## config.mk

```make
export PLATFORM = sky130hd
export DESIGN_NAME = exec_core
export DESIGN_NICKNAME = d
export VERILOG_FILES = /design/src/include/exec_pkg.sv /design/src/hdl/exec_core.sv /design/src/hdl/call_stack.sv
export SDC_FILE = /design/constraint.sdc
export NUM_CORES = 1
export LEC_CHECK = 0
export ABC_AREA = 0
export BUFFER_PORTS_ARGS = -buffer_cell sky130_fd_sc_hd__buf_2
export CORE_UTILIZATION = 46
export DETAILED_ROUTE_END_ITERATION = 7
export MAX_ROUTING_LAYER = met4
export PLACE_DENSITY = 0.67
export SYNTH_ARGS = -nofsm -noshare
export SYNTH_HDL_FRONTEND = slang
export SYNTH_SLANG_ARGS = --single-unit
```

## constraint.sdc

```tcl
create_clock -name core_clk -period 5.5 [get_ports core_clk]
set_input_delay 0.55 -clock core_clk [delete_from_list [all_inputs] [get_ports core_clk]]
set_output_delay 0.55 -clock core_clk [all_outputs]
set_load 0.03 [all_outputs]
```

## src/include/exec_pkg.sv

```systemverilog
package exec_pkg;

    ////////////////////////////////////////////////////////////////////////
    // Widths
    localparam int PC_W = 11;
    localparam int DATA_W = 8;
    localparam int INSTR_W = 14;
    localparam int REG_ADDR_W = 7;
    localparam int STACK_DEPTH = 8;
    localparam int LVL_W = 3;
    localparam int BUS_AW = 8;
    localparam int BUS_DW = 16;

    ////////////////////////////////////////////////////////////////////////
    // Instruction word fields
    localparam int OPC_HI = 13;
    localparam int OPC_LO = 8;
    localparam int DSEL_BIT = 7;
    localparam int REG_HI = 6;
    localparam int LIT_HI = 7;

    localparam logic [5:0] OP_NOP = 6'h00;
    localparam logic [5:0] OP_COPY = 6'h01;
    localparam logic [5:0] OP_ROTL = 6'h02;
    localparam logic [5:0] OP_ROTR = 6'h03;
    localparam logic [5:0] OP_LIT_EXIT = 6'h04;
    localparam logic [5:0] OP_INT_EXIT = 6'h05;
    localparam logic [5:0] OP_CALL_EXIT = 6'h06;

    ////////////////////////////////////////////////////////////////////////
    // Register port map
    localparam logic [BUS_AW-1:0] OFF_CTRL = 8'h00;
    localparam logic [BUS_AW-1:0] OFF_FLAGS = 8'h04;
    localparam logic [BUS_AW-1:0] OFF_WORK = 8'h08;
    localparam logic [BUS_AW-1:0] OFF_PC = 8'h0C;
    localparam logic [BUS_AW-1:0] OFF_STACK = 8'h10;

    localparam int CTRL_RUN_BIT = 0;
    localparam int CTRL_GIE_BIT = 1;
    localparam int FLAG_C_BIT = 0;
    localparam int FLAG_Z_BIT = 1;

    ////////////////////////////////////////////////////////////////////////
    // Reset values
    localparam logic RST_RUN = 1'b1;
    localparam logic RST_GIE = 1'b0;
    localparam logic RST_CARRY = 1'b0;
    localparam logic RST_ZERO = 1'b0;
    localparam logic [DATA_W-1:0] RST_WORK = 8'h00;
    localparam logic [PC_W-1:0] RST_PC = 11'h000;
    localparam logic [PC_W-1:0] RST_STACK_ENTRY = 11'h000;

    ////////////////////////////////////////////////////////////////////////
    // Execution states
    typedef enum logic {ST_IDLE, ST_EXIT} exec_state_t;

endpackage

```

## src/hdl/exec_core.sv

```systemverilog
// Notes on behaviour
// - Copy register 0-127 to work or itself
// - Copy sets only zero flag, one cycle
// - No-operation only advances program counter
// - Literal exit loads work, pops, enables interrupts
// - Every exit pops top, level drops one
// - Interrupt exit pops, enables interrupts, two cycles
// - Call exit pops, keeps flags, two cycles
// - Rotate left through carry, carry only
// - Rotate right through carry, carry only
// - Rotate destination bit picks work or register
//
// The register addresses and the strobed register port were left to the implementer.
module exec_core (
    // Clock and reset
    input wire logic core_clk,
    input wire logic rst,
    // Instruction port
    input wire logic instr_valid,
    input wire logic [exec_pkg::INSTR_W-1:0] instr,
    output logic instr_ready,
    output logic done,
    output logic illegal,
    // File register port
    input wire logic [exec_pkg::DATA_W-1:0] file_rdata,
    output logic [exec_pkg::REG_ADDR_W-1:0] file_addr,
    output logic [exec_pkg::DATA_W-1:0] file_wdata,
    output logic file_we,
    // Stack push from call logic
    input wire logic stack_push,
    input wire logic [exec_pkg::PC_W-1:0] stack_push_addr,
    // Core state
    output logic [exec_pkg::PC_W-1:0] pc,
    output logic [exec_pkg::DATA_W-1:0] working_register,
    output logic zero_flag,
    output logic carry_flag,
    output logic global_interrupt_enable,
    // Register port
    input wire logic [exec_pkg::BUS_AW-1:0] bus_addr,
    input wire logic [exec_pkg::BUS_DW-1:0] bus_wdata,
    input wire logic bus_wr,
    input wire logic bus_rd,
    output logic [exec_pkg::BUS_DW-1:0] bus_rdata
);
    import exec_pkg::*;

    ////////////////////////////////////////////////////////////////////////
    // Declarations
    exec_state_t state_r;
    exec_state_t state_nxt;
    logic run_r;
    logic run_nxt;
    logic ready_r;
    logic done_r;
    logic illegal_r;
    logic [PC_W-1:0] pc_r;
    logic [DATA_W-1:0] work_r;
    logic zero_r;
    logic carry_r;
    logic gie_r;
    logic [5:0] exit_op_r;
    logic [DATA_W-1:0] exit_lit_r;
    logic [REG_ADDR_W-1:0] file_addr_r;
    logic [DATA_W-1:0] file_wdata_r;
    logic file_we_r;
    logic [BUS_DW-1:0] rdata_r;

    logic take;
    logic [5:0] opc;
    logic dsel;
    logic [REG_ADDR_W-1:0] reg_sel;
    logic [DATA_W-1:0] lit;
    logic is_exit;
    logic is_fileop;
    logic is_known;
    logic [DATA_W-1:0] result;
    logic pop;
    logic [PC_W-1:0] stack_top;
    logic [LVL_W-1:0] stack_level;
    logic wr_ctrl;
    logic wr_flags;
    logic wr_work;
    logic wr_pc;

    ////////////////////////////////////////////////////////////////////////
    // Decode
    assign take = instr_valid && ready_r;
    assign opc = instr[OPC_HI:OPC_LO];
    assign dsel = instr[DSEL_BIT];
    assign reg_sel = instr[REG_HI:0];
    assign lit = instr[LIT_HI:0];
    assign is_exit = (opc == OP_LIT_EXIT) || (opc == OP_INT_EXIT) || (opc == OP_CALL_EXIT);
    assign is_fileop = (opc == OP_COPY) || (opc == OP_ROTL) || (opc == OP_ROTR);
    assign is_known = is_exit || is_fileop || (opc == OP_NOP);
    assign pop = (state_r == ST_EXIT);

    assign wr_ctrl = bus_wr && (bus_addr == OFF_CTRL);
    assign wr_flags = bus_wr && (bus_addr == OFF_FLAGS);
    assign wr_work = bus_wr && (bus_addr == OFF_WORK);
    assign wr_pc = bus_wr && (bus_addr == OFF_PC);

    always_comb begin
        case (opc)
            OP_ROTL: result = {file_rdata[6:0], carry_r};
            OP_ROTR: result = {carry_r, file_rdata[7:1]};
            default: result = file_rdata;
        endcase
    end

    ////////////////////////////////////////////////////////////////////////
    // Sequencing: exits hold the port one extra cycle
    always_comb begin
        state_nxt = state_r;
        case (state_r)
            ST_IDLE: begin
                if (take && is_exit) begin
                    state_nxt = ST_EXIT;
                end
            end
            ST_EXIT: begin
                state_nxt = ST_IDLE;
            end
            default: begin
                state_nxt = ST_IDLE;
            end
        endcase
    end

    always_comb begin
        run_nxt = wr_ctrl ? bus_wdata[CTRL_RUN_BIT] : run_r;
    end

    always_ff @(posedge core_clk or posedge rst) begin
        if (rst) begin
            state_r <= ST_IDLE;
            run_r <= RST_RUN;
            ready_r <= 1'b0;
        end else begin
            state_r <= state_nxt;
            run_r <= run_nxt;
            ready_r <= run_nxt && (state_nxt == ST_IDLE);
        end
    end

    always_ff @(posedge core_clk or posedge rst) begin
        if (rst) begin
            exit_op_r <= OP_NOP;
            exit_lit_r <= RST_WORK;
        end else if (take && is_exit) begin
            exit_op_r <= opc;
            exit_lit_r <= lit;
        end
    end

    always_ff @(posedge core_clk or posedge rst) begin
        if (rst) begin
            done_r <= 1'b0;
            illegal_r <= 1'b0;
        end else begin
            done_r <= (take && !is_exit) || (state_r == ST_EXIT);
            illegal_r <= take && !is_known;
        end
    end

    ////////////////////////////////////////////////////////////////////////
    // Program counter: instruction effects win over software writes
    always_ff @(posedge core_clk or posedge rst) begin
        if (rst) begin
            pc_r <= RST_PC;
        end else if (state_r == ST_EXIT) begin
            pc_r <= stack_top;
        end else if (take && !is_exit) begin
            pc_r <= pc_r + 1'b1;
        end else if (wr_pc) begin
            pc_r <= bus_wdata[PC_W-1:0];
        end
    end

    ////////////////////////////////////////////////////////////////////////
    // Working register
    always_ff @(posedge core_clk or posedge rst) begin
        if (rst) begin
            work_r <= RST_WORK;
        end else if (state_r == ST_EXIT && exit_op_r == OP_LIT_EXIT) begin
            work_r <= exit_lit_r;
        end else if (take && is_fileop && !dsel) begin
            work_r <= result;
        end else if (wr_work) begin
            work_r <= bus_wdata[DATA_W-1:0];
        end
    end

    ////////////////////////////////////////////////////////////////////////
    // File register write back
    always_ff @(posedge core_clk or posedge rst) begin
        if (rst) begin
            file_we_r <= 1'b0;
            file_addr_r <= '0;
            file_wdata_r <= '0;
        end else begin
            file_we_r <= take && is_fileop && dsel;
            if (take && is_fileop) begin
                file_addr_r <= reg_sel;
                file_wdata_r <= result;
            end
        end
    end

    ////////////////////////////////////////////////////////////////////////
    // Flags
    always_ff @(posedge core_clk or posedge rst) begin
        if (rst) begin
            zero_r <= RST_ZERO;
        end else if (take && opc == OP_COPY) begin
            zero_r <= (result == 8'h00);
        end else if (wr_flags) begin
            zero_r <= bus_wdata[FLAG_Z_BIT];
        end
    end

    always_ff @(posedge core_clk or posedge rst) begin
        if (rst) begin
            carry_r <= RST_CARRY;
        end else if (take && opc == OP_ROTL) begin
            carry_r <= file_rdata[7];
        end else if (take && opc == OP_ROTR) begin
            carry_r <= file_rdata[0];
        end else if (wr_flags) begin
            carry_r <= bus_wdata[FLAG_C_BIT];
        end
    end

    // Set by an exit wins over a software clear in the same cycle
    always_ff @(posedge core_clk or posedge rst) begin
        if (rst) begin
            gie_r <= RST_GIE;
        end else if (state_r == ST_EXIT && exit_op_r != OP_CALL_EXIT) begin
            gie_r <= 1'b1;
        end else if (wr_ctrl) begin
            gie_r <= bus_wdata[CTRL_GIE_BIT];
        end
    end

    ////////////////////////////////////////////////////////////////////////
    // Stack
    call_stack u_stack (
        .core_clk(core_clk),
        .rst(rst),
        .push(stack_push),
        .push_addr(stack_push_addr),
        .pop(pop),
        .top_addr(stack_top),
        .level(stack_level)
    );

    ////////////////////////////////////////////////////////////////////////
    // Register port read, data valid only in the cycle after the strobe
    always_ff @(posedge core_clk or posedge rst) begin
        if (rst) begin
            rdata_r <= '0;
        end else if (bus_rd) begin
            if (bus_addr == OFF_CTRL) begin
                rdata_r <= BUS_DW'({gie_r, run_r});
            end else if (bus_addr == OFF_FLAGS) begin
                rdata_r <= BUS_DW'({zero_r, carry_r});
            end else if (bus_addr == OFF_WORK) begin
                rdata_r <= BUS_DW'(work_r);
            end else if (bus_addr == OFF_PC) begin
                rdata_r <= BUS_DW'(pc_r);
            end else if (bus_addr == OFF_STACK) begin
                rdata_r <= BUS_DW'(stack_level);
            end else begin
                rdata_r <= '0;
            end
        end else begin
            rdata_r <= '0;
        end
    end

    ////////////////////////////////////////////////////////////////////////
    // Outputs
    assign instr_ready = ready_r;
    assign done = done_r;
    assign illegal = illegal_r;
    assign pc = pc_r;
    assign working_register = work_r;
    assign zero_flag = zero_r;
    assign carry_flag = carry_r;
    assign global_interrupt_enable = gie_r;
    assign file_addr = file_addr_r;
    assign file_wdata = file_wdata_r;
    assign file_we = file_we_r;
    assign bus_rdata = rdata_r;
endmodule // exec_core

```

## src/hdl/call_stack.sv

```systemverilog
module call_stack (
    // Clock and reset
    input wire logic core_clk,
    input wire logic rst,
    // Push side
    input wire logic push,
    input wire logic [exec_pkg::PC_W-1:0] push_addr,
    // Pop side
    input wire logic pop,
    output logic [exec_pkg::PC_W-1:0] top_addr,
    output logic [exec_pkg::LVL_W-1:0] level
);
    import exec_pkg::*;

    logic [PC_W-1:0] entry_mem [STACK_DEPTH];
    logic [LVL_W-1:0] level_r;
    logic [LVL_W-1:0] top_idx;

    // Circular: overflow overwrites the oldest entry, underflow wraps
    always_ff @(posedge core_clk or posedge rst) begin
        if (rst) begin
            level_r <= '0;
        end else if (pop) begin
            level_r <= level_r - 1'b1;
        end else if (push) begin
            level_r <= level_r + 1'b1;
        end
    end

    genvar gi;
    generate
        for (gi = 0; gi < STACK_DEPTH; gi++) begin : g_entry
            always_ff @(posedge core_clk or posedge rst) begin
                if (rst) begin
                    entry_mem[gi] <= RST_STACK_ENTRY;
                end else if (push && !pop && level_r == LVL_W'(gi)) begin
                    entry_mem[gi] <= push_addr;
                end
            end
        end
    endgenerate

    assign top_idx = level_r - 1'b1;
    assign top_addr = entry_mem[top_idx];
    assign level = level_r;

endmodule // call_stack

```

# Word level (Yosys, flattened, before mapping)
# Index checks and enable logic that the tools add are counted.
[totals]
register_bits = 164
inputBits = 63
[op_classes]
n_addsub = 3
n_lt_le_gt_ge = 1
eq_ne = 19
muxes = 28
bitwise = 3
reduce_logical = 47
[ops]
columns = ["cell", "count"]
rows = [
  ["$mux 11", 9],
  ["$bmux 11 s3", 1],
  ["$logic_and 1x1->1", 26],
  ["$eq 6x3->1 const B", 4],
  ["$mux 8", 3],
  ["$eq 8x4->1 const B", 2],
  ["$logic_not 8->1", 2],
  ["$mux 16", 1],
  ["$pmux 8 s2", 1],
  ["$eq 3x3->1 const B", 4],
  ["$eq 6x2->1 const B", 2],
  ["$add 11x1->11 const B", 1],
  ["$mux 1", 9],
  ["$mux 3", 3],
  ["$reduce_bool 3->1", 3],
  ["$eq 8x3->1 const B", 1],
  ["$eq 8x5->1 const B", 1],
  ["$logic_or 1x1->1", 7],
  ["$eq 3x2->1 const B", 2],
  ["$eq 6x1->1 const B", 1],
  ["$logic_not 6->1", 1],
  ["$ne 6x3->1 const B", 1],
  ["$reduce_bool 2->1", 3],
  ["$ge 4x4->1 const B", 1],
  ["other kinds (8)", 12],
]

# Depth between registers and ports, before layout
[logic_depth]
word_depth = 8
depth_mapped = 12
depth_no_buf = 7

# Hierarchy
# From an unflattened synthesis, not the netlist that was laid out.
[unflattened]
cells_unflattened = 693
area_unflattened_um2 = 8150.3
[by_module_without_submodules]
columns = ["mod", "n_inst", "cells_per_inst", "area_each_um2"]
rows = [
  ["call_stack", 1, 331, 4576.9],
  ["exec_core", 1, 362, 3573.4],
]

# Worst setup path before layout
# OpenSTA, ideal clock, no wires.
[synth_timing]
path_type = "register to register"
from = "register u_stack.level_r[0] (netlist: u_stack.level[0])"
to = "register pc_r[4] (netlist: pc[4])"
setup_time_ns = 0.135
arrival_ns = 2.553
required_time_ns = 5.365
slack_ns = 2.812
stages_incl_launch_ff = 12
path_cell_list = "dfrtp_1 -> buf_2 -> buf_2 -> inv_1 -> ha_1 -> buf_2 -> buf_2 -> buf_2 -> mux4_2 -> a22o_1 -> a211oi_1 -> o22ai_1"
[synth_between]
elab_chain_len = 6
[synth_lines]
columns = ["item", "line", "source"]
rows = [
  ["start, declared", "call_stack.sv:16", "logic [LVL_W-1:0] level_r;"],
  ["start signal, assigned", "call_stack.sv:24", "level_r <= level_r - 1'b1;"],
  ["start signal, assigned", "call_stack.sv:26", "level_r <= level_r + 1'b1;"],
  ["$sub 3x1->3", "call_stack.sv:43", "assign top_idx = level_r - 1'b1;"],
  ["$not 3->4 (implied by the code)", "call_stack.sv:44", "assign top_addr = entry_mem[top_idx];"],
  ["$bmux 11 s3", "call_stack.sv:44", ""],
  ["$mux 11 (implied by the code) (2 in a row)", "call_stack.sv:44", ""],
  ["$mux 11", "exec_core.sv:170", "end else if (state_r == ST_EXIT) begin"],
  ["end signal, assigned", "exec_core.sv:171", "pc_r <= stack_top;"],
  ["end signal, assigned", "exec_core.sv:173", "pc_r <= pc_r + 1'b1;"],
  ["end signal, assigned", "exec_core.sv:175", "pc_r <= bus_wdata[PC_W-1:0];"],
  ["end, declared", "exec_core.sv:56", "logic [PC_W-1:0] pc_r;"],
]
# Every way passes these cells. The select of a mux whose other input is x is not followed.
# A chain may end at the register's enable or synchronous reset.

# Worst setup path in the final report
# Same ends and word-level chain as after synthesis.

==> results_dict.tcl <==
set metrics [dict create \
    final_common_cell "dfrtp_1" \
    pwr-share-seq_pct 42.4 \
    worstSetupPathType "flop to flop" \
    drive_gt1_share_pct 42.3 \
    nets 766 \
    pin_count 120 \
    cap_viol_max_count 0 \
    worstMarginPinSlew_ns 0.855 \
    yosys.area.top_type_share_pct 51.0 \
    rows 47 \
    drv_slew 0 \
    cts_sinks 159 \
    yosys_register_bits 159 \
    p_leak_nw 4.14 \
    h-tree-depth 4 \
    end_kind "flop" \
    clock_skew_ns 0.00521 \
    required_ns 5.77 \
    timing.rr.start "u_stack.level[0]" \
    coreArea_sq_mm 0.0165 \
    p_switching_mw 1.33 \
    max_stage_delay_ns 0.74 \
    routed_wl_um 18500 \
    die_w_um 132 \
    syn_area_per_cell_sq_um 13.1 \
    track_usage_pct 23.3 \
    portBuffers 109 \
    rsz0062_at_grt "no" \
    powerDensity_mw_per_mm2 470 \
    grt_max_degree 92 \
    endpoint "pc[4]" \
    clkPwrFrac_pct 24.9 \
    cts_root_buf "clkbuf_16" \
    combinationalPowerShare_pct 32.7 \
    globalRoute.totalOverflow 0 \
    seq_area_frac_synth_pct 51.4 \
    ctsResizeCount 0 \
    grt_pass1_wl_um 30100 \
    synth_flop_cell "dfrtp_1" \
    grt_pass1_vias 5442 \
    power_mw 4.22 \
    fmaxAchievable_mhz 306 \
    antenna_found_initial 2 \
    drc_errors 0 \
    postCtsHoldBufs 0 \
    synth_edf_count 0 \
    tns_ns 0 \
    intPower_mw 2.89 \
    dp_hpwl_um 13000 \
    slew_headroom_pct 43.0 \
    switching_share_pct 31.5 \
    postCtsSetupBuffers 0 \
    netlist_instances 593 \
    yosysWarnings 0 \
    period_minus_slack_ns 3.27 \
    ys_async_sr_fraction_pct 100 \
    routabilityCongestion 0.917 \
    rrSetupSlack_ns 2.23 \
    cts_made_buffers 17 \
    setup_violations 0 \
    hold_ws_ns 0.297 \
    fillers 1370 \
    crit_top_cell "buf_4" \
    synthDistinctLibCells 63 \
    cpMaxStageDelayCell "ha_1" \
    path_cells "buf_4 > inv_1 > ha_1 > buf_4 > mux4_2 > a22o_1 > a211oi_1 > o22ai_1" \
    finalHoldViolations 0 \
    hp-class "primary input to asynchronous set/reset pin" \
    drt-pass1-iter-count 7 \
    post-route-period-util_pct 59.4 \
    clk_pin_slew_ns 0.06 \
    crit_fanout 27 \
    clockBufferDepth 2 \
    reg2regPathDepth 8 \
    final_cell_mix "dfrtp_1, mux2_2, buf_2" \
    place_area_sq_mm 0.00844 \
    fp.dieH_um 132 \
    reg2reg_to "pc[4]" \
    cp.arrival_ns 3.53 \
    clock_latency_ns 0.42 \
    critPathLaunch "u_stack.level[0]" \
    syn_to_final_growth_pct 15.8 \
    start_kind "flop" \
    dieArea_sq_mm 0.0174 \
    drt-initial-drc-count 497 \
    yosysTopAreaCell "dfrtp_1" \
    outcome "finished clean" \
    start_util_pct 46.9 \
    synth_area_leaders "dfrtp_1, mux2_2, mux4_2" \
    cts_tree "yes" \
    ant_nets 0 \
    via_per_inst 5.82 \
    syn_area_sq_mm 0.00775 \
    vias 5411 \
    fin_area_sq_mm 0.00897 \
    wl_per_cell_um 19.9 \
    irDropWorstVdd_v 0.000290 \
]
per-stage QoR:
step	setup WS (ns)	instances	util [%]
finish	2.23	929	54.3
global route	2.02	929	54.3
CTS	2.18	927	54.3
detailed placement	2.19	896	51.1
global placement	2.23	896	51.1
floorplan	0.660	597	-
metal layers:
layer  routed length [um]  GRT usage (%)
met1                 8190           30.6
met2                 8850           35.6
met3                 1010           5.34
met4                  427           8.46
met5                    0              -
cells by family (layout without fill, tap and decap cells):
family,after synthesis,after routing,synth area share [%]
compound gates,96,96,9.17
xor+xnor,3,3,0.339
fa+ha+maj,8,8,1.29
buf+inv,54,164,3.29
flops,159,159,51.4
mux,150,150,24.9
other cells,1,7,0.0484
simple gates,122,122,9.62
state kept, by name, summed over array words and instances (netlist names), 6 cells and up:
name and flops:
u_stack.entry_mem 88, file_wdata 8, bus_rdata 11, exit_op_r 6, exit_lit_r 8, pc 11
working_register 8, file_addr 7
worst min-delay path by stage:
stage | start | endpoint | depth (start not counted)
finish | rst | pc[9] | 2
floorplan | exit_op_r[2] | exit_op_r[2] | 1
detailed placement | exit_op_r[3] | exit_op_r[3] | 1
global route | instr[4] | exit_lit_r[4] | 2
CTS | rst | pc[9] | 2
global placement | exit_op_r[2] | exit_op_r[2] | 1
final cells by class:
class	instances	area, sq um	area share [%]
timing repair buffer	114	583	6.50
clock buffer	20	457	5.09
multi-input combinational	384	3530	39.3
clock inverter	11	68.8	0.767
sequential	159	3980	44.3
tap	220	275	3.07
antenna	2	5.00	0.0558
inverter	19	76.3	0.850
Yosys cell counts (all sizes together) (6+ instances only):
| library cell | n |
|---|---|
| mux2 | 121 |
| mux2i | 7 |
| dfrtp | 158 |
| a22oi | 8 |
| nor2 | 28 |
| and2 | 12 |
| o21ai | 19 |
| a21oi | 14 |
| mux4 | 22 |
| o2bb2ai | 6 |
| a22o | 8 |
| a221o | 9 |
| buf | 22 |
| nor4 | 8 |
| inv | 19 |
| nor3 | 7 |
| nor2b | 7 |
| ha | 8 |
| clkbuf | 13 |
| o211ai | 6 |
| nand3 | 18 |
| nand2 | 16 |
critical path, delay by kind of cell, from the launching register on:
| kind | cells | cell delay, ns |
|---|---|---|
| buf+inv | 3 | 0.93 |
| fa+ha+maj | 1 | 0.74 |
| compound gates | 3 | 0.58 |
| mux | 1 | 0.52 |
| flops | 1 | 0.33 |
power by group through the flow:
stage	Sequential (mW)	Combinational (mW)	Clock, mW
global placement	1.76	1.34	0
finish	1.79	1.38	1.05
floorplan	1.78	1.03	0
detailed placement	1.80	1.39	0
CTS	1.78	1.40	1.07
global route	1.83	1.49	1.12
(Power assumes the default switching activity.)
